$ cat config.mk
export PLATFORM = sky130hd
export DESIGN_NAME = cspc_top
export DESIGN_NICKNAME = d
export VERILOG_FILES = /design/src/cspc_pkg.sv /design/src/cspc_top.sv /design/src/cspc_strap_dec.sv /design/src/cspc_serial_rx.sv
export SDC_FILE = /design/constraint.sdc
export NUM_CORES = 1
export LEC_CHECK = 0
export BUFFER_PORTS_ARGS = -buffer_cell sky130_fd_sc_hd__buf_2
export CORE_MARGIN = 5
export CORE_UTILIZATION = 55
export DETAILED_ROUTE_END_ITERATION = 8
export PLACE_DENSITY_LB_ADDON = 0.05
export SETUP_SLACK_MARGIN = 0.5
export SLEW_MARGIN = 20
export SYNTH_ARGS = -nofsm -noshare
export SYNTH_HDL_FRONTEND = slang
export SYNTH_SLANG_ARGS = --single-unit
$ cat constraint.sdc
create_clock -name CLK_SYS_I -period 2.8 [get_ports CLK_SYS_I]
set_input_delay 0.56 -clock CLK_SYS_I [delete_from_list [all_inputs] [get_ports CLK_SYS_I]]
set_output_delay 0.56 -clock CLK_SYS_I [all_outputs]
set_load 0.01 [all_outputs]
$ cat src/cspc_pkg.sv
package cspc_pkg;
  // ==========================================================================
  // strap level codes (four-level pins decoded to two bits)
  localparam logic [1:0] LVL_GND = 2'h0;
  localparam logic [1:0] LVL_LO_MID = 2'h1;
  localparam logic [1:0] LVL_HI_MID = 2'h2;
  localparam logic [1:0] LVL_TOP = 2'h3;

  // ==========================================================================
  // test pattern codes
  localparam logic [1:0] PAT_NORMAL = 2'h0;
  localparam logic [1:0] PAT_SYNC = 2'h1;
  localparam logic [1:0] PAT_DESKEW = 2'h2;

  // ==========================================================================
  // serial word layout: 5 address bits then 11 data bits
  localparam int WORD_BITS = 16;
  localparam int ADDR_BITS = 5;
  localparam int DATA_BITS = 11;

  // register addresses and field positions
  localparam logic [4:0] ADDR_RESET = 5'h00;
  localparam logic [4:0] ADDR_CTRL = 5'h0D;
  localparam logic [4:0] ADDR_MODE = 5'h0E;
  localparam int SOFT_RST_BIT = 1;
  localparam int OVERRIDE_BIT = 10;
  localparam int PDN_GLOBAL_BIT = 0;
  localparam int COARSE_GAIN_BIT = 1;
  localparam int REF_INT_BIT = 2;
  localparam int PATTERN_LSB = 3;
  localparam int IFACE_LSB = 5;
  localparam int SER_LSB = 7;
  localparam int FMT_LSB = 9;

  // register reset values
  localparam logic [10:0] CTRL_RST = 11'h000;
  localparam logic [10:0] MODE_RST = 11'h000;

  typedef enum logic [1:0] {CSPC_PIN_ONLY, CSPC_SERIAL} cspc_mode_t;
endpackage : cspc_pkg

$ cat src/cspc_top.sv
// Functional notes
// (RQ1) reset pin held high selects pin-only control
// (RQ2) pin-only: serial pins are static control inputs
// (RQ3) straps configure device after power-up without reset
// (RQ4) pin-only: select pin picks gain and reference
// (RQ5) pin-only: clock/data pins pick pattern or powerdown
// (RQ6) power-down pin forces global power down
// (RQ7) interface strap sets wires and bit-clock rate
// (RQ8) serialization strap sets factor and capture edge
// (RQ9) format strap sets bit order and coding
// (RQ10) serial modes: serial pins write registers
// (RQ11) host resets registers before serial programming
// (RQ12) host holds reset pin low afterwards
// (RQ13) host sets override bit for serial-only
// (RQ14) combined strap and register configuration supported
// (RQ15) override low: straps rule; high: registers rule
// (RQ16) register power-down bit acts only pin low
// (RQ17) power-down pin high forces power down
// (RQ18) gain register only with override, else 0 dB
// (RQ19) serial modes: reference from register bit
// (RQ20) serial modes: patterns from register field only
// (RQ21) serial modes: power down from register only; code ORs the power-down pin with the register bit
// (RQ22) clock/data decode: normal, sync, powerdown, deskew
// (RQ23) interface strap decode, lower-middle level unused
// (RQ24) soft reset restores defaults, clears itself
// (RQ25) format strap decode four combinations
// (RQ26) straps decoded to two-bit codes, then muxed
`timescale 1ns/1ps
`default_nettype none
module cspc_top
(
  input wire logic CLK_SYS_I,
  input wire logic RST_N_I,
  input wire logic HW_RESET_I,
  input wire logic PDN_PIN_I,
  input wire logic [1:0] INTERFACE_STRAP_I,
  input wire logic [1:0] SERIALIZATION_STRAP_I,
  input wire logic [1:0] RESERVED_STRAP_I,
  input wire logic [1:0] FORMAT_STRAP_I,
  input wire logic [1:0] SERIAL_SELECT_PIN_I,
  input wire logic SERIAL_CLOCK_PIN_I,
  input wire logic SERIAL_DATA_PIN_I,
  output logic SERIAL_MODE_O,
  output logic TWO_WIRE_O,
  output logic SDR_CLOCK_O,
  output logic SER_16X_O,
  output logic CAPTURE_RISING_O,
  output logic LSB_FIRST_O,
  output logic OFFSET_BINARY_O,
  output logic GLOBAL_PDN_O,
  output logic COARSE_GAIN_O,
  output logic INTERNAL_REF_O,
  output logic [1:0] PATTERN_O,
  output logic OVERRIDE_O
);
  // ==========================================================================
  // reset release
  logic [1:0] rst_sync_r;
  logic rst_n;

  // two-stage release keeps de-assertion clean against the clock
  always_ff @(posedge CLK_SYS_I or negedge RST_N_I)
  begin
    if (!RST_N_I)
      rst_sync_r <= 2'h0;
    else
      rst_sync_r <= {rst_sync_r[0], 1'b1};
  end
  assign rst_n = rst_sync_r[1];

  // ==========================================================================
  // mode selection
  cspc_pkg::cspc_mode_t mode_r;
  logic hw_reset_r;
  logic pin_only;

  // reset pin high means pin-only, otherwise the serial port is live
  always_ff @(posedge CLK_SYS_I or negedge rst_n)
  begin
    if (!rst_n)
      mode_r <= cspc_pkg::CSPC_PIN_ONLY;
    else if (HW_RESET_I)
      mode_r <= cspc_pkg::CSPC_PIN_ONLY; // [RQ1]
    else
      mode_r <= cspc_pkg::CSPC_SERIAL; // [RQ10] [RQ14]
  end
  assign pin_only = (mode_r == cspc_pkg::CSPC_PIN_ONLY);

  // rising reset pin edge marks a register reset pulse in serial use
  always_ff @(posedge CLK_SYS_I or negedge rst_n)
  begin
    if (!rst_n)
      hw_reset_r <= 1'b0;
    else
      hw_reset_r <= HW_RESET_I;
  end

  // ==========================================================================
  // strap decoders
  logic [1:0] iface_code;
  logic [1:0] ser_code;
  logic [1:0] fmt_code;
  logic [1:0] sel_code;

  // each four-level pin except the reserved strap becomes a two-bit code before the muxes [RQ26]
  cspc_strap_dec u_iface
  (
    .clk_i(CLK_SYS_I),
    .rst_n_i(rst_n),
    .level_i(INTERFACE_STRAP_I),
    .code_o(iface_code)
  );
  cspc_strap_dec u_ser
  (
    .clk_i(CLK_SYS_I),
    .rst_n_i(rst_n),
    .level_i(SERIALIZATION_STRAP_I),
    .code_o(ser_code)
  );
  cspc_strap_dec u_fmt
  (
    .clk_i(CLK_SYS_I),
    .rst_n_i(rst_n),
    .level_i(FORMAT_STRAP_I),
    .code_o(fmt_code)
  );
  cspc_strap_dec u_sel
  (
    .clk_i(CLK_SYS_I),
    .rst_n_i(rst_n),
    .level_i(SERIAL_SELECT_PIN_I),
    .code_o(sel_code)
  );

  // ==========================================================================
  // serial port
  logic word_vld;
  logic [15:0] word;
  logic sel_n;

  // select low (ground code) enables shifting; top code is idle high
  assign sel_n = (SERIAL_SELECT_PIN_I != cspc_pkg::LVL_GND);

  cspc_serial_rx u_rx
  (
    .clk_i(CLK_SYS_I),
    .rst_n_i(rst_n),
    .enable_i(!pin_only), // [RQ2]
    .sel_n_i(sel_n),
    .sclk_i(SERIAL_CLOCK_PIN_I),
    .serial_data_pin_i(SERIAL_DATA_PIN_I),
    .word_vld_o(word_vld),
    .word_o(word)
  );

  // ==========================================================================
  // register bank
  logic [10:0] ctrl_r;
  logic [10:0] mode_reg_r;
  logic soft_rst_r;
  logic [4:0] waddr;
  logic [10:0] wdata;
  logic reg_clear;

  assign waddr = word[15:11];
  assign wdata = word[10:0];
  // pin pulse or self-clearing soft reset returns defaults
  assign reg_clear = soft_rst_r || (HW_RESET_I && !hw_reset_r); // [RQ24]

  // soft reset bit is one cycle wide: it clears itself next edge
  always_ff @(posedge CLK_SYS_I or negedge rst_n)
  begin
    if (!rst_n)
      soft_rst_r <= 1'b0;
    else
      soft_rst_r <= word_vld && (waddr == cspc_pkg::ADDR_RESET) &&
                    wdata[cspc_pkg::SOFT_RST_BIT] && !soft_rst_r; // [RQ24]
  end

  // register writes from the serial port
  always_ff @(posedge CLK_SYS_I or negedge rst_n)
  begin
    if (!rst_n)
    begin
      ctrl_r <= cspc_pkg::CTRL_RST;
      mode_reg_r <= cspc_pkg::MODE_RST;
    end
    else if (reg_clear)
    begin
      ctrl_r <= cspc_pkg::CTRL_RST;
      mode_reg_r <= cspc_pkg::MODE_RST;
    end
    else if (word_vld)
    begin
      if (waddr == cspc_pkg::ADDR_CTRL)
        ctrl_r <= wdata; // [RQ10]
      if (waddr == cspc_pkg::ADDR_MODE)
        mode_reg_r <= wdata;
    end
  end

  // ==========================================================================
  // priority multiplexers
  logic ovr;
  logic [1:0] if_sel;
  logic [1:0] sr_sel;
  logic [1:0] fm_sel;
  logic [1:0] pin_pat;
  logic two_wire_nxt;
  logic sdr_nxt;

  assign ovr = !pin_only && ctrl_r[cspc_pkg::OVERRIDE_BIT];

  // straps rule until override is set, then register fields [RQ15]
  assign if_sel = ovr ? mode_reg_r[cspc_pkg::IFACE_LSB +: 2] : iface_code;
  assign sr_sel = ovr ? mode_reg_r[cspc_pkg::SER_LSB +: 2] : ser_code;
  assign fm_sel = ovr ? mode_reg_r[cspc_pkg::FMT_LSB +: 2] : fmt_code;

  // lower-middle level is unused; treated as the ground setting [RQ23]
  always_comb
  begin
    two_wire_nxt = 1'b0;
    sdr_nxt = 1'b0;
    unique case (if_sel)
      cspc_pkg::LVL_GND,
      cspc_pkg::LVL_LO_MID:
      begin
        two_wire_nxt = 1'b0;
        sdr_nxt = 1'b0;
      end
      cspc_pkg::LVL_HI_MID:
      begin
        two_wire_nxt = 1'b1;
        sdr_nxt = 1'b1;
      end
      cspc_pkg::LVL_TOP:
      begin
        two_wire_nxt = 1'b1;
        sdr_nxt = 1'b0;
      end
    endcase
  end

  // pin-only decode of the clock/data pair [RQ22]
  assign pin_pat = !SERIAL_CLOCK_PIN_I && SERIAL_DATA_PIN_I ?
                   cspc_pkg::PAT_SYNC :
                   (SERIAL_CLOCK_PIN_I && SERIAL_DATA_PIN_I ?
                    cspc_pkg::PAT_DESKEW : cspc_pkg::PAT_NORMAL);

  // ==========================================================================
  // registered outputs; reset values give the ground-strap setting until
  // the second edge picks up the straps, with no pin reset needed [RQ3]
  always_ff @(posedge CLK_SYS_I or negedge rst_n)
  begin
    if (!rst_n)
    begin
      TWO_WIRE_O <= 1'b0;
      SDR_CLOCK_O <= 1'b0;
      SER_16X_O <= 1'b0;
      CAPTURE_RISING_O <= 1'b0;
      LSB_FIRST_O <= 1'b0;
      OFFSET_BINARY_O <= 1'b0;
    end
    else
    begin
      TWO_WIRE_O <= two_wire_nxt; // [RQ7]
      SDR_CLOCK_O <= sdr_nxt; // [RQ7]
      SER_16X_O <= sr_sel[0] ^ sr_sel[1]; // [RQ8]
      CAPTURE_RISING_O <= sr_sel[1]; // [RQ8]
      LSB_FIRST_O <= fm_sel[1]; // [RQ9] [RQ25]
      OFFSET_BINARY_O <= fm_sel[0] ^ fm_sel[1]; // [RQ9] [RQ25]
    end
  end

  // power, gain, reference and pattern selection
  always_ff @(posedge CLK_SYS_I or negedge rst_n)
  begin
    if (!rst_n)
    begin
      GLOBAL_PDN_O <= 1'b0;
      COARSE_GAIN_O <= 1'b0;
      INTERNAL_REF_O <= 1'b0;
      PATTERN_O <= cspc_pkg::PAT_NORMAL;
      SERIAL_MODE_O <= 1'b0;
      OVERRIDE_O <= 1'b0;
    end
    else if (pin_only)
    begin
      // power-down pin overrides all; pair high/low also powers down
      GLOBAL_PDN_O <= PDN_PIN_I ||
                      (SERIAL_CLOCK_PIN_I && !SERIAL_DATA_PIN_I); // [RQ5] [RQ6]
      COARSE_GAIN_O <= sel_code[0] ^ sel_code[1]; // [RQ4]
      INTERNAL_REF_O <= sel_code[1]; // [RQ4]
      PATTERN_O <= pin_pat; // [RQ5] [RQ2]
      SERIAL_MODE_O <= 1'b0;
      OVERRIDE_O <= 1'b0;
    end
    else
    begin
      // register bit only counts while the pin is low [RQ16] [RQ17] [RQ21]
      GLOBAL_PDN_O <= PDN_PIN_I || ctrl_r[cspc_pkg::PDN_GLOBAL_BIT];
      COARSE_GAIN_O <= ovr && ctrl_r[cspc_pkg::COARSE_GAIN_BIT]; // [RQ18]
      INTERNAL_REF_O <= ctrl_r[cspc_pkg::REF_INT_BIT]; // [RQ19]
      PATTERN_O <= ctrl_r[cspc_pkg::PATTERN_LSB +: 2]; // [RQ20]
      SERIAL_MODE_O <= 1'b1;
      OVERRIDE_O <= ovr;
    end
  end
endmodule : cspc_top
`default_nettype wire

$ cat src/cspc_strap_dec.sv
`timescale 1ns/1ps
`default_nettype none
// ============================================================================
// four-level strap decoder: registers the level code at every edge
module cspc_strap_dec
(
  input wire logic clk_i,
  input wire logic rst_n_i,
  input wire logic [1:0] level_i,
  output logic [1:0] code_o
);
  // straps are static, so one register stage is enough
  always_ff @(posedge clk_i or negedge rst_n_i)
  begin
    if (!rst_n_i)
      code_o <= cspc_pkg::LVL_GND;
    else
      code_o <= level_i;
  end
endmodule : cspc_strap_dec
`default_nettype wire

$ cat src/cspc_serial_rx.sv
`timescale 1ns/1ps
`default_nettype none
// ============================================================================
// serial word receiver: samples data on falling serial clock, select low
module cspc_serial_rx
(
  input wire logic clk_i,
  input wire logic rst_n_i,
  input wire logic enable_i,
  input wire logic sel_n_i,
  input wire logic sclk_i,
  input wire logic serial_data_pin_i,
  output logic word_vld_o,
  output logic [15:0] word_o
);
  logic sclk_r;
  logic [3:0] cnt_r;
  logic [15:0] shift_r;
  logic fall;

  assign fall = sclk_r & ~sclk_i & ~sel_n_i & enable_i;

  // edge detector on the sampled serial clock
  always_ff @(posedge clk_i or negedge rst_n_i)
  begin
    if (!rst_n_i)
      sclk_r <= 1'b0;
    else
      sclk_r <= sclk_i;
  end

  // bit counter restarts whenever select goes high, so an unfinished word drops; past sixteen bits it wraps into a new word
  always_ff @(posedge clk_i or negedge rst_n_i)
  begin
    if (!rst_n_i)
    begin
      cnt_r <= 4'h0;
      shift_r <= 16'h0000;
    end
    else if (sel_n_i || !enable_i)
      cnt_r <= 4'h0;
    else if (fall)
    begin
      cnt_r <= cnt_r + 4'h1;
      shift_r <= {shift_r[14:0], serial_data_pin_i};
    end
  end

  // word strobe at every sixteenth falling edge
  always_ff @(posedge clk_i or negedge rst_n_i)
  begin
    if (!rst_n_i)
    begin
      word_vld_o <= 1'b0;
      word_o <= 16'h0000;
    end
    else
    begin
      word_vld_o <= fall && (cnt_r == 4'hF);
      if (fall && (cnt_r == 4'hF))
        word_o <= {shift_r[14:0], serial_data_pin_i};
    end
  end
endmodule : cspc_serial_rx
`default_nettype wire

## After elaboration in Yosys (flattened, before gate mapping)

Index checks and enable logic that the tools add are counted.

- Input port bits: 16
- Bits in registers: 86
- Output and inout bits: 13
- Word-level logic and storage cells: 98

- Add/subtract/negate cells: 1
- Equal/unequal tests: 6
- Bitwise gates (word level): 9
- Multiplexer cells: 22
- Reduce and logical (&&, ||, !) cells: 33

Operators by type and width:

| cell | count |
|---|---|
| $mux 11 | 6 |
| $mux 2 | 6 |
| $eq 5x4->1 const B | 2 |
| $logic_and 1x1->1 | 10 |
| $reduce_bool 2->1 | 5 |
| $mux 4 | 2 |
| $mux 1 | 6 |
| $reduce_and 2->1 | 3 |
| $logic_not 1->1 | 5 |
| $logic_not 5->1 | 1 |
| $add 4x1->4 const B | 1 |
| $eq 2x2->1 const B | 2 |
| $eq 4x4->1 const B | 1 |
| $logic_not 2->1 | 2 |
| $logic_or 1x1->1 | 4 |
| $pmux 1 s2 | 2 |
| $reduce_or 2->1 | 2 |
| $and 1x1->1 | 3 |
| $not 1->1 | 3 |
| $reduce_or 3->1 | 1 |
| $xor 1x1->1 | 3 |
| $eq 2x1->1 const B | 1 |

## Logic depth before layout (Yosys ltp)

Gate-level depths: netlist (run 1).

- Depth in word-level cells: 7
- Mapped depth: 5
- Depth with buffers taken out: 4

## Modules after synthesis

From an unflattened synthesis (run 1), not the netlist that was laid out.

- Cell total of the unflattened synthesis: 204
- Area, all modules: 3035.4 µm²

By module, submodules not included:

| module | seq. area each (µm²) | cells each | area each (µm²) | times used |
|---|---|---|---|---|
| cspc_serial_rx | 925.9 | 87 | 1480.2 | 1 |
| cspc_top | 750.7 | 109 | 1355.0 | 1 |
| cspc_strap_dec | 50.0 | 2 | 50.0 | 4 |

## Worst setup path before layout (run 1)

OpenSTA, ideal clock, no wires.

- Kind: input port to flip-flop
- From: in SERIAL_SELECT_PIN_I[1]
- To: reg u_rx.word_o[10]
- Slack: 0.789 ns
- Arrival time: 1.886 ns
- Library setup time: 0.125 ns
- Cell stages on the path: 5
- Path buffers: 2
- Cell sequence: or3b_1 > buf_2 > nor3_4 > buf_12 > mux2_4

- Word-level cells in the longest chain between the ends: 5

Ends and longest elaborated chain:

| what | RTL line | text |
|---|---|---|
| start: declaration | cspc_top.sv:40 | `input wire logic [1:0] SERIAL_SELECT_PIN_I,` |
| $reduce_bool 2->1 | cspc_top.sv:142 | `assign sel_n = (SERIAL_SELECT_PIN_I != cspc_pkg::LVL_GND);` |
| $not 1->1 | cspc_serial_rx.sv:21 | `assign fall = sclk_r & ~sclk_i & ~sel_n_i & enable_i;` |
| $and 1x1->1 (2 in a row) | cspc_serial_rx.sv:21 |  |
| $logic_and 1x1->1 | cspc_serial_rx.sv:60 | `if (fall && (cnt_r == 4'hF))` |
| end signal: assignment | cspc_serial_rx.sv:61 | `word_o <= {shift_r[14:0], serial_data_pin_i};` |
| end: declaration | cspc_serial_rx.sv:14 | `output logic [15:0] word_o` |

Every way passes these cells.
A chain may end at the register's enable or synchronous reset.

## Final worst setup path (run 1)

- From: reg mode_r[0]
- To: reg u_rx.word_o[1]

- Word-level cells in the longest chain between the ends: 4

Ends and longest elaborated chain:

| what | RTL line | text |
|---|---|---|
| start: declaration | cspc_top.sv:73 | `cspc_pkg::cspc_mode_t mode_r;` |
| start signal: assignment | cspc_top.sv:81 | `mode_r <= cspc_pkg::CSPC_PIN_ONLY;` |
| start signal: assignment | cspc_top.sv:83 | `mode_r <= cspc_pkg::CSPC_PIN_ONLY;` |
| start signal: assignment | cspc_top.sv:85 | `mode_r <= cspc_pkg::CSPC_SERIAL;` |
| $logic_not 2->1 | cspc_top.sv:87 | `assign pin_only = (mode_r == cspc_pkg::CSPC_PIN_ONLY);` |
| $logic_not 1->1 | cspc_top.sv:148 | `.enable_i(!pin_only),` |
| $and 1x1->1 | cspc_serial_rx.sv:21 |  |
| $logic_and 1x1->1 | cspc_serial_rx.sv:60 |  |

Every way passes these cells.

==> results of run 1 <==
## worst max-delay path by stage
stage | startpoint | to | slack [ns] | depth (start not counted)
floorplan | rst_sync_r[1] | CAPTURE_RISING_O | 0.56 | 0
global placement | SERIAL_SELECT_PIN_I[1] | u_rx.word_o[5] | 0.65 | 5
detailed placement | SERIAL_SELECT_PIN_I[1] | u_rx.word_o[1] | 0.63 | 5
CTS | mode_r[0] | u_rx.shift_r[3] | 0.72 | 3
global route | mode_r[0] | u_rx.shift_r[2] | 0.54 | 3
finish | mode_r[0] | u_rx.word_o[1] | 0.73 | 4
## final cells by class
type | count | area, µm²
flip-flops and latches | 75 | 1878
fillers | 399 | 1795
multi-input cells | 120 | 1051
repair buffers | 29 | 155.1
clock buffers | 10 | 137.6
clock inverters | 6 | 88.84
well taps | 70 | 87.58
inverters | 3 | 11.26
## logic make-up (layout without fill, tap and decap cells)
family,count (synthesis),after routing,share of synthesized area [%]
flops,75,75,62.58
mux,47,47,18.40
compound gates,34,34,7.969
simple gates,30,30,6.091
buf+inv,13,48,2.378
xor+xnor,7,7,2.044
fa+ha+maj,1,1,0.4171
other cells,1,1,0.1250
## power groups by stage
stage               registers (mW)  logic (mW)  clock network (mW)
CTS                           1.14      0.0887               0.930
finish                        1.14      0.0856               0.908
global route                  1.14      0.0982               0.977
floorplan                     1.17      0.0387                   0
global placement              1.16      0.0840                   0
detailed placement            1.16      0.0876                   0
## routing by layer
layer  part of all wire (%)  up-vias  global-route usage, %
li1                       -      814                      -
met1                     46      870                  20.96
met2                     49       25                  24.51
met3                    3.9        8                  4.936
met4                    1.5        0                  6.140
met5                      0        -                      0
## sequential cells by signal, summed over array words and instances (netlist names), 4 cells and up
| register | flops |
|---|---|
| u_rx.word_o | 16 |
| u_rx.shift_r | 15 |
| ctrl_r | 6 |
| mode_reg_r | 6 |
| u_rx.cnt_r | 4 |
## critical path, cell delays in order (launching register included)
cell and delay, ns:
dfrtp_1 0.55, or3b_1 0.51, nor3_4 0.21, buf_4 0.30
mux2_2 0.38
## per-stage QoR
| stage | util (%) | setup WS, ns |
|---|---|---|
| 6_report | 65.50 | 0.7339 |
| 5_1_grt | 65.50 | 0.5415 |
| 4_1_cts | 65.50 | 0.7157 |
| 3_5_place_dp | 60.96 | 0.6265 |
| 3_3_place_gp | 60.96 | 0.6478 |
| 2_1_floorplan | - | 0.5567 |
## cells in the mapped netlist
library cell	count	area, µm²
buf_12	1	20.02
nor2_1	4	15.01
or4b_2	1	10.01
nand4b_1	1	8.760
nor3_2	1	10.01
xor2_1	3	26.28
nor2b_1	1	6.260
nand2b_1	3	18.77
mux2_4	10	150.1
o2bb2ai_1	1	8.760
or3b_1	1	8.760
nand2_1	8	30.03
buf_1	2	7.510
a31o_2	1	8.760
o21ai_0	6	30.03
xnor2_1	4	35.03
nor3b_1	1	7.510
nor4_1	1	6.260
mux2i_1	12	120.1
nor3_4	1	16.27
ha_1	1	12.51
clkbuf_1	4	15.01
buf_4	1	7.510
buf_2	2	10.01
a22o_1	1	8.760
or3_1	1	6.260
nand3_1	1	5.000
a21oi_1	2	10.01
o211ai_1	23	172.7
dfrtp_1	75	1877
nor3_1	1	5.000
conb_1	1	3.750
inv_1	3	11.26
mux2_2	25	281.5
nand3b_1	3	22.52
and3_1	1	6.260
==> key figures, run 1 <==
Outcome
  • Outcome: complete, no violations

Clock tree
  • Setup Fix Bufs, Post-CTS: 0
  • Htree depth: 3
  • Clk slew on worst S/H paths: 0.07 ns
  • Worst-skew pair later-pin latency: 0.34 ns
  • Clock buffer depth: 2
  • Clk sink count: 75
  • Root buf cell: clkbuf_8
  • TritonCTS buffer count: 9
  • CTS resizes: 0
  • TritonCTS clock tree: built
  • CTS Hold Bufs: 1

STA
  • Final Hold Viols: 0
  • WHS: 0.3230 ns
  • RSZ-0062 raised after global routing: no
  • Skew final: 0.004950 ns
  • Final TNS setup: 0 ns
  • Post-route minimum period: 2.066 ns
  • Period utilization: 73.79%
  • Count of final setup violators: 0
  • Tightest Pin Transition: 0.8820 ns
  • FMAX: 0.4840 GHz
  • Max-slew violation count: 0
  • Rel. slew slack: 41.20%

Placed design
  • Placer congestion estimate: 0.7190
  • Post-DP HPWL: 3.350 mm
  • Placed instance area: 0.003173 mm²
  • Inst Count DP: 296
  • Port Buffers: 26

Power
  • Max VDD drop: 0.3829 mV
  • Pwr/cell area: 624.8 mW/mm²
  • PnR Total Power: 2.130 mW
  • Switching share of power: 21.37%
  • Net Switching: 0.4553 mW
  • Sequential share of power: 53.3%
  • P_leak: 1.575 nW
  • Internal Power: 1.675 mW
  • Gate power share: 4.0%
  • Clock power frac: 42.6%

Worst hold path
  • Hold WC Path Type: input port to register
  • Hold EP: u_iface.code_o[1]
  • Hold_sp: INTERFACE_STRAP_I[1]
  • Hold Path Stages: 1

Critical path
  • Critical Path Sink Type: register
  • Setup crit start kind: register
  • WP data arrival: 2.29 ns
  • Critical Path RT: 3.02 ns
  • Crit Path Category: register to register
  • Reg2reg start: mode_r[0]
  • R2R setup slack: 0.73 ns
  • RR Endpoint: u_rx.word_o[1]
  • Reg2reg path depth: 4
  • Max FO, Critical Path: 16

Yosys
  • Yosys reg bits: 75
  • Mean Syn Cell Area: 14.42 µm²
  • Synthesized area: 0.002999 mm²
  • Synth cell types: 36
  • Mapped Cells: 208
  • Sequential element share of the synthesized area: 62.58%
  • Syn_nets: 225
  • Synth warn: 0

Global route
  • Grt ovf: 0
  • Pin count of the biggest net entering global routing: 74
  • Gr usage total: 15.84%
  • First-pass GRT wire length: 8.776 mm
  • Vias in the first global route: 1,762
  • Antenna violations before repair: 0

Drt
  • Number of routed nets with antenna violations: 0
  • WL final: 5.038 mm
  • Post-route DRC violation count: 0
  • DRT Pass-1 Iters: 4
  • WL/cell: 16.10 µm
  • Iter 0 DRT Violations: 103
  • Routed vias/inst: 5.486
  • DR vias: 1,717

Layout
  • Most frequent cells in the layout: 74 x dfrtp_1, 26 x buf_2, 25 x mux2_2, 23 x o211ai_1, 12 x mux2i_1
  • Final Cell Area: 0.003410 mm²
  • Antenna diode count: 0
  • Most common cell after layout, fill and taps aside: dfrtp_1
  • Area growth, synth to finish: 13.68%
  • Nets: 255
  • Non-Filler Instances: 313
  • Proportion of layout cells with a drive suffix above 1: 34.57%

Die
  • Placement Rows: 26
  • Core Footprint: 0.005205 mm²
  • Boundary pin count: 29
  • Die Area: 0.007030 mm²
  • Die extent in y: 83.85 µm
  • Initial core utilization: 57.62%
  • Die width: 83.85 µm

Run
  • Max Cap Viol: 0
No activity file was read; power rests on OpenSTA's default activity.
==> run 2, diff against run 1 <==
--- a/config.mk
+++ b/config.mk
@@ -7,7 +7,7 @@
 export LEC_CHECK = 0
 export BUFFER_PORTS_ARGS = -buffer_cell sky130_fd_sc_hd__buf_2
 export CORE_MARGIN = 5
-export CORE_UTILIZATION = 55
+export CORE_UTILIZATION = 52
 export DETAILED_ROUTE_END_ITERATION = 8
 export PLACE_DENSITY_LB_ADDON = 0.05
 export SETUP_SLACK_MARGIN = 0.5
==> constraint.sdc (replaced) <==
create_clock -name CLK_SYS_I -period 1.9 [get_ports CLK_SYS_I]
set_input_delay 0.38 -clock CLK_SYS_I [delete_from_list [all_inputs] [get_ports CLK_SYS_I]]
set_output_delay 0.38 -clock CLK_SYS_I [all_outputs]
set_load 0.01 [all_outputs]
==> key figures, run 2 (synthesis gave the netlist of run 1 again) <==
STA
  • Max-slew violation count: 0
  • Rel. slew slack: 53.76%
  • Tightest Pin Transition: 0.6936 ns
  • Final Hold Viols: 0
  • Post-route minimum period: 1.606 ns
  • Final WS setup: 0.2940 ns
  • Period utilization: 84.53%
  • WHS: 0.1460 ns
  • RSZ-0062 raised after global routing: yes
  • Skew final: 0.01484 ns
  • Count of final setup violators: 0
  • FMAX: 0.6227 GHz
  • Final TNS setup: 0 ns

Power
  • Sequential share of power: 51.2%
  • Net Switching: 0.6737 mW
  • Clock power frac: 43.5%
  • Internal Power: 2.593 mW
  • Max VDD drop: 0.6271 mV
  • Switching share of power: 20.62%
  • Gate power share: 5.3%
  • PnR Total Power: 3.267 mW
  • P_leak: 1.713 nW
  • Pwr/cell area: 883.3 mW/mm²

Critical path
  • Max FO, Critical Path: 8
  • Setup crit start kind: register
  • Critical Path Sink Type: register
  • Delay-heaviest family, CP: simple AND/OR/NAND/NOR gates
  • Critical Path Max Stage Delay: 0.41 ns
  • Worst path buffer plus inverter count: 2
  • CP Cell Sequence: or3b_4, nor3_4, buf_4, buf_16, mux2_4
  • Slowest-stage cell, CP: or3b_4
  • Crit Path Category: register to register
  • WP data arrival: 1.83 ns
  • Critical Path RT: 2.13 ns

Global route
  • First-pass GRT wire length: 9.577 mm
  • Pin count of the biggest net entering global routing: 74
  • Grt ovf: 0
  • Vias in the first global route: 1,952
  • Antenna violations before repair: 0
  • Gr usage total: 16.92%

Drt
  • DR vias: 1,811
  • Post-route DRC violation count: 0
  • WL/cell: 16.56 µm
  • Iter 0 DRT Violations: 59
  • Number of routed nets with antenna violations: 0
  • WL final: 5.513 mm
  • Routed vias/inst: 5.438
  • DRT Pass-1 Iters: 4

Layout
  • Nets: 273
  • Most common cell after layout, fill and taps aside: dfrtp_1
  • Proportion of layout cells with a drive suffix above 1: 42.15%
  • # fillers: 410
  • Antenna diode count: 0
  • Biggest regs: u_rx.word_o x16, u_rx.shift_r x15
  • Non-Filler Instances: 333
  • Final Cell Area: 0.003699 mm²
  • Largest reg by FF count: u_rx.word_o
  • Util after Layout: 66.76%
  • Area growth, synth to finish: 23.32%
  • Max reg flops: 16
  • Most frequent cells in the layout: 74 x dfrtp_1, 26 x buf_2, 23 x o211ai_1, 22 x mux2_2, 13 x mux2_4

Placed design
  • Post-DP HPWL: 3.214 mm
  • Port Buffers: 26
  • Placer congestion estimate: 0.7079
  • Placed instance area: 0.003246 mm²
  • Inst Count DP: 303
  • Post-Place Worst Slack: 0.1212 ns

Die
  • Placement Rows: 27
  • Boundary pin count: 29
  • Die width: 85.95 µm
  • Core Footprint: 0.005540 mm²
  • Die Area: 0.007387 mm²
  • Initial core utilization: 54.13%
  • Die extent in y: 85.95 µm

Run
  • Max Cap Viol: 0

Clock tree
  • Worst-skew pair later-pin latency: 0.35 ns
  • TritonCTS buffer count: 9
  • TritonCTS clock tree: built
  • Root buf cell: clkbuf_8
  • Htree depth: 3
  • Clk sink count: 75
  • Clk slew on worst S/H paths: 0.07 ns
  • Clock buffer depth: 2

Outcome
  • Outcome: complete, no violations

Worst hold path
  • Hold WC Path Type: input port to register
[run 2: changes by cell type in the layout (fill, tap and decap cells not counted), sizes merged]
cell    change
clkinv      -1
bufinv      +1
clkbuf      +1
inv         -1
nand2       +1
buf        +17
[run 2: metal layers]
layer  GRT usage (%)  vias to the layer above  wire [µm]
met1           20.67                      914       2334
met2           27.40                       39       2803
li1                -                      845          -
met3           5.956                       13        289
met4           6.763                        0         87
met5               0                        -          0
[run 2: cell type report]
class	count	area, µm²	area share [%]
inverter	3	15.01	0.4060
tap	72	90.09	2.436
clock buffer	11	131.4	3.552
multi-input combinational	121	1139	30.78
clock inverter	5	102.6	2.774
timing repair buffer	46	342.8	9.269
sequential	75	1878	50.78
[run 2: power groups by stage]
stage / Sequential [mW] / Clock [mW] / Combinational [mW]
final: 1.67 / 1.42 / 0.172
after global routing: 1.68 / 1.53 / 0.192
after CTS: 1.67 / 1.46 / 0.172
after detailed placement: 1.70 / 0 / 0.141
after global placement: 1.70 / 0 / 0.136
after floorplan: 1.72 / 0 / 0.0589
[run 2: what timing repair did]
item | in CTS | in global routing
gates resized for setup | 15 | 7
setup buffers | 9 | 2
endpoints found under the hold margin | 2 | 0
gates cloned | 2 | 0
endpoints found under the setup margin | 32 | 50
hold buffers | 1 | 0
[run 2: final timing paths]
| path | from | to | slack (ns) | cells past startpoint |
|---|---|---|---|---|
| max | mode_r[0] | u_rx.word_o[10] | 0.29 | 5 |
| min | SERIALIZATION_STRAP_I[0] | u_ser.code_o[0] | 0.15 | 1 |
| max reg2reg | mode_r[0] | u_rx.word_o[10] | 0.29 | 5 |
| min reg2reg | rst_sync_r[1] | u_rx.word_vld_o | 0.29 | 1 |
| max in group asynchronous | rst_sync_r[1] | mode_reg_r[6] | 1.28 | 1 |
| min in group asynchronous | rst_sync_r[1] | u_rx.word_vld_o | 0.29 | 1 |
==> run 3, diff against run 2 <==
--- a/config.mk
+++ b/config.mk
@@ -7,7 +7,7 @@
 export LEC_CHECK = 0
 export BUFFER_PORTS_ARGS = -buffer_cell sky130_fd_sc_hd__buf_2
 export CORE_MARGIN = 5
-export CORE_UTILIZATION = 52
+export CORE_UTILIZATION = 55
 export DETAILED_ROUTE_END_ITERATION = 8
 export PLACE_DENSITY_LB_ADDON = 0.05
 export SETUP_SLACK_MARGIN = 0.5
==> constraint.sdc (replaced) <==
create_clock -name CLK_SYS_I -period 1.7 [get_ports CLK_SYS_I]
set_input_delay 0.34 -clock CLK_SYS_I [delete_from_list [all_inputs] [get_ports CLK_SYS_I]]
set_output_delay 0.34 -clock CLK_SYS_I [all_outputs]
set_load 0.01 [all_outputs]
==> key figures, run 3 (synthesis gave the netlist of run 1 again) <==
Die
  • Boundary pin count: 29
  • Die extent in y: 83.85 µm
  • Placement Rows: 26
  • Initial core utilization: 57.62%
  • Core Footprint: 0.005205 mm²
  • Die Area: 0.007030 mm²
  • Die width: 83.85 µm

STA
  • Final Hold Viols: 0
  • Skew final: 0.004699 ns
  • Period utilization: 93.34%
  • Max-slew violation count: 0
  • FMAX: 0.6302 GHz
  • Count of final setup violators: 0
  • RSZ-0062 raised after global routing: yes
  • Post-route minimum period: 1.587 ns

Layout
  • Antenna diode count: 0
  • Area growth, synth to finish: 25.11%
  • Max reg flops: 16
  • Proportion of layout cells with a drive suffix above 1: 45.08%
  • Most frequent cells in the layout: 72 x dfrtp_1, 26 x buf_2, 23 x o211ai_1, 21 x mux2_4, 16 x buf_4
  • Nets: 277
  • # fillers: 365
  • Biggest regs: u_rx.word_o x16, u_rx.shift_r x15
  • Most common cell after layout, fill and taps aside: dfrtp_1
  • Largest reg by FF count: u_rx.word_o
  • Util after Layout: 72.09%

Clock tree
  • Root buf cell: clkbuf_8
  • Clk slew on worst S/H paths: 0.07 ns
  • TritonCTS buffer count: 9
  • TritonCTS clock tree: built
  • Clk sink count: 75
  • Htree depth: 3
  • Clock buffer depth: 2
  • Worst-skew pair later-pin latency: 0.34 ns

Power
  • Gate power share: 5.7%
  • Internal Power: 2.563 mW
  • P_leak: 1.760 nW
  • Net Switching: 0.7336 mW
  • Sequential share of power: 56.7%
  • PnR Total Power: 3.297 mW
  • Max VDD drop: 0.5304 mV
  • Clock power frac: 37.6%
  • Pwr/cell area: 878.6 mW/mm²
  • Switching share of power: 22.25%

Critical path
  • Crit Path Category: register to register
  • Setup crit start kind: register
  • Critical Path RT: 1.92 ns
  • Critical Path Sink Type: register
  • Worst path buffer plus inverter count: 1
  • Critical Path Max Stage Delay: 0.41 ns
  • WP data arrival: 1.81 ns
  • Max FO, Critical Path: 16
  • CP Cell Sequence: or3b_4, nor3_4, buf_12, mux2_2
  • Delay-heaviest family, CP: simple AND/OR/NAND/NOR gates
  • Slowest-stage cell, CP: or3b_4

Global route
  • Gr usage total: 16.62%
  • Antenna violations before repair: 0
  • Vias in the first global route: 1,857
  • Pin count of the biggest net entering global routing: 74
  • Grt ovf: 0
  • First-pass GRT wire length: 9.114 mm

Drt
  • DR vias: 1,813
  • DRT Pass-1 Iters: 4
  • WL/cell: 16.96 µm
  • Post-route DRC violation count: 0
  • Routed vias/inst: 5.428
  • Number of routed nets with antenna violations: 0
  • WL final: 5.663 mm
  • Iter 0 DRT Violations: 74

Placed design
  • Post-DP HPWL: 3.591 mm
  • Placer congestion estimate: 0.7179
  • Port Buffers: 26

Worst hold path
  • Hold WC Path Type: input port to register

Run
  • Max Cap Viol: 0

Outcome
  • Outcome: complete, no violations
[run 3: cell type report]
| cell class | count | area (µm²) | share of cell area (%) |
|---|---|---|---|
| clock buffers | 13 | 168.9 | 4.501 |
| clock inverters | 2 | 10.01 | 0.2668 |
| inverters | 3 | 11.26 | 0.3001 |
| multi-input cells | 120 | 1192 | 31.78 |
| flip-flops and latches | 75 | 1883 | 50.18 |
| well taps | 70 | 87.58 | 2.334 |
| repair buffers | 51 | 399.1 | 10.64 |
[run 3: power by group through the flow]
stage	Clock (mW)	Combinational (mW)	Sequential [mW]
2_1_floorplan	0	0.0690	1.93
3_3_place_gp	0	0.164	1.90
3_5_place_dp	0	0.170	1.90
4_1_cts	1.26	0.175	1.87
5_1_grt	1.35	0.209	1.88
6_report	1.24	0.188	1.87
[run 3: what timing repair did]
item / CTS / global route
gates resized for setup: 8 / 14
hold endpoints to repair: 2 / 0
pin swaps: 4 / 4
endpoints found under the setup margin: 50 / 60
cloned: 0 / 1
hold buffers: 1 / 0
setup buffers: 3 / 9
[run 3: through the flow]
| stage | hold WS (ns) | setup slack, ns | instance area (µm²) | TNS [ns] | instances |
|---|---|---|---|---|---|
| after floorplan | 0.04441 | -0.02456 | 3085 | -0.2456 | 208 |
| after global placement | 0.1236 | -0.01861 | 3349 | -0.1003 | 305 |
| after detailed placement | 0.1257 | -0.05389 | 3349 | -0.4689 | 305 |
| after CTS | 0.08766 | 0.1072 | 3602 | 0 | 324 |
| after global routing | 0.08628 | 0.05698 | 3752 | 0 | 334 |
| final | 0.1041 | 0.1133 | 3752 | 0 | 334 |
[run 3: routing by layer]
metal / up-vias / GRT usage [%] / share of wire [%]
met1: 924 / 21.31 / 44
met2: 26 / 25.96 / 50
met4: 0 / 7.895 / 2.3
met3: 12 / 4.837 / 3.3
li1: 851 / - / -
met5: - / 0 / 0
[run 3: worst paths after layout]
kind | startpoint | end | slack [ns] | depth (start not counted)
max reg2reg | mode_r[0] | u_rx.word_o[0] | 0.11 | 4
min in group asynchronous | RST_N_I | rst_sync_r[1] | 0.31 | 2
min reg2reg | rst_sync_r[1] | u_rx.cnt_r[1] | 0.33 | 1
max | mode_r[0] | u_rx.word_o[0] | 0.11 | 4
min | SERIALIZATION_STRAP_I[1] | u_ser.code_o[1] | 0.10 | 1
max in group asynchronous | rst_sync_r[1] | hw_reset_r | 1.06 | 1
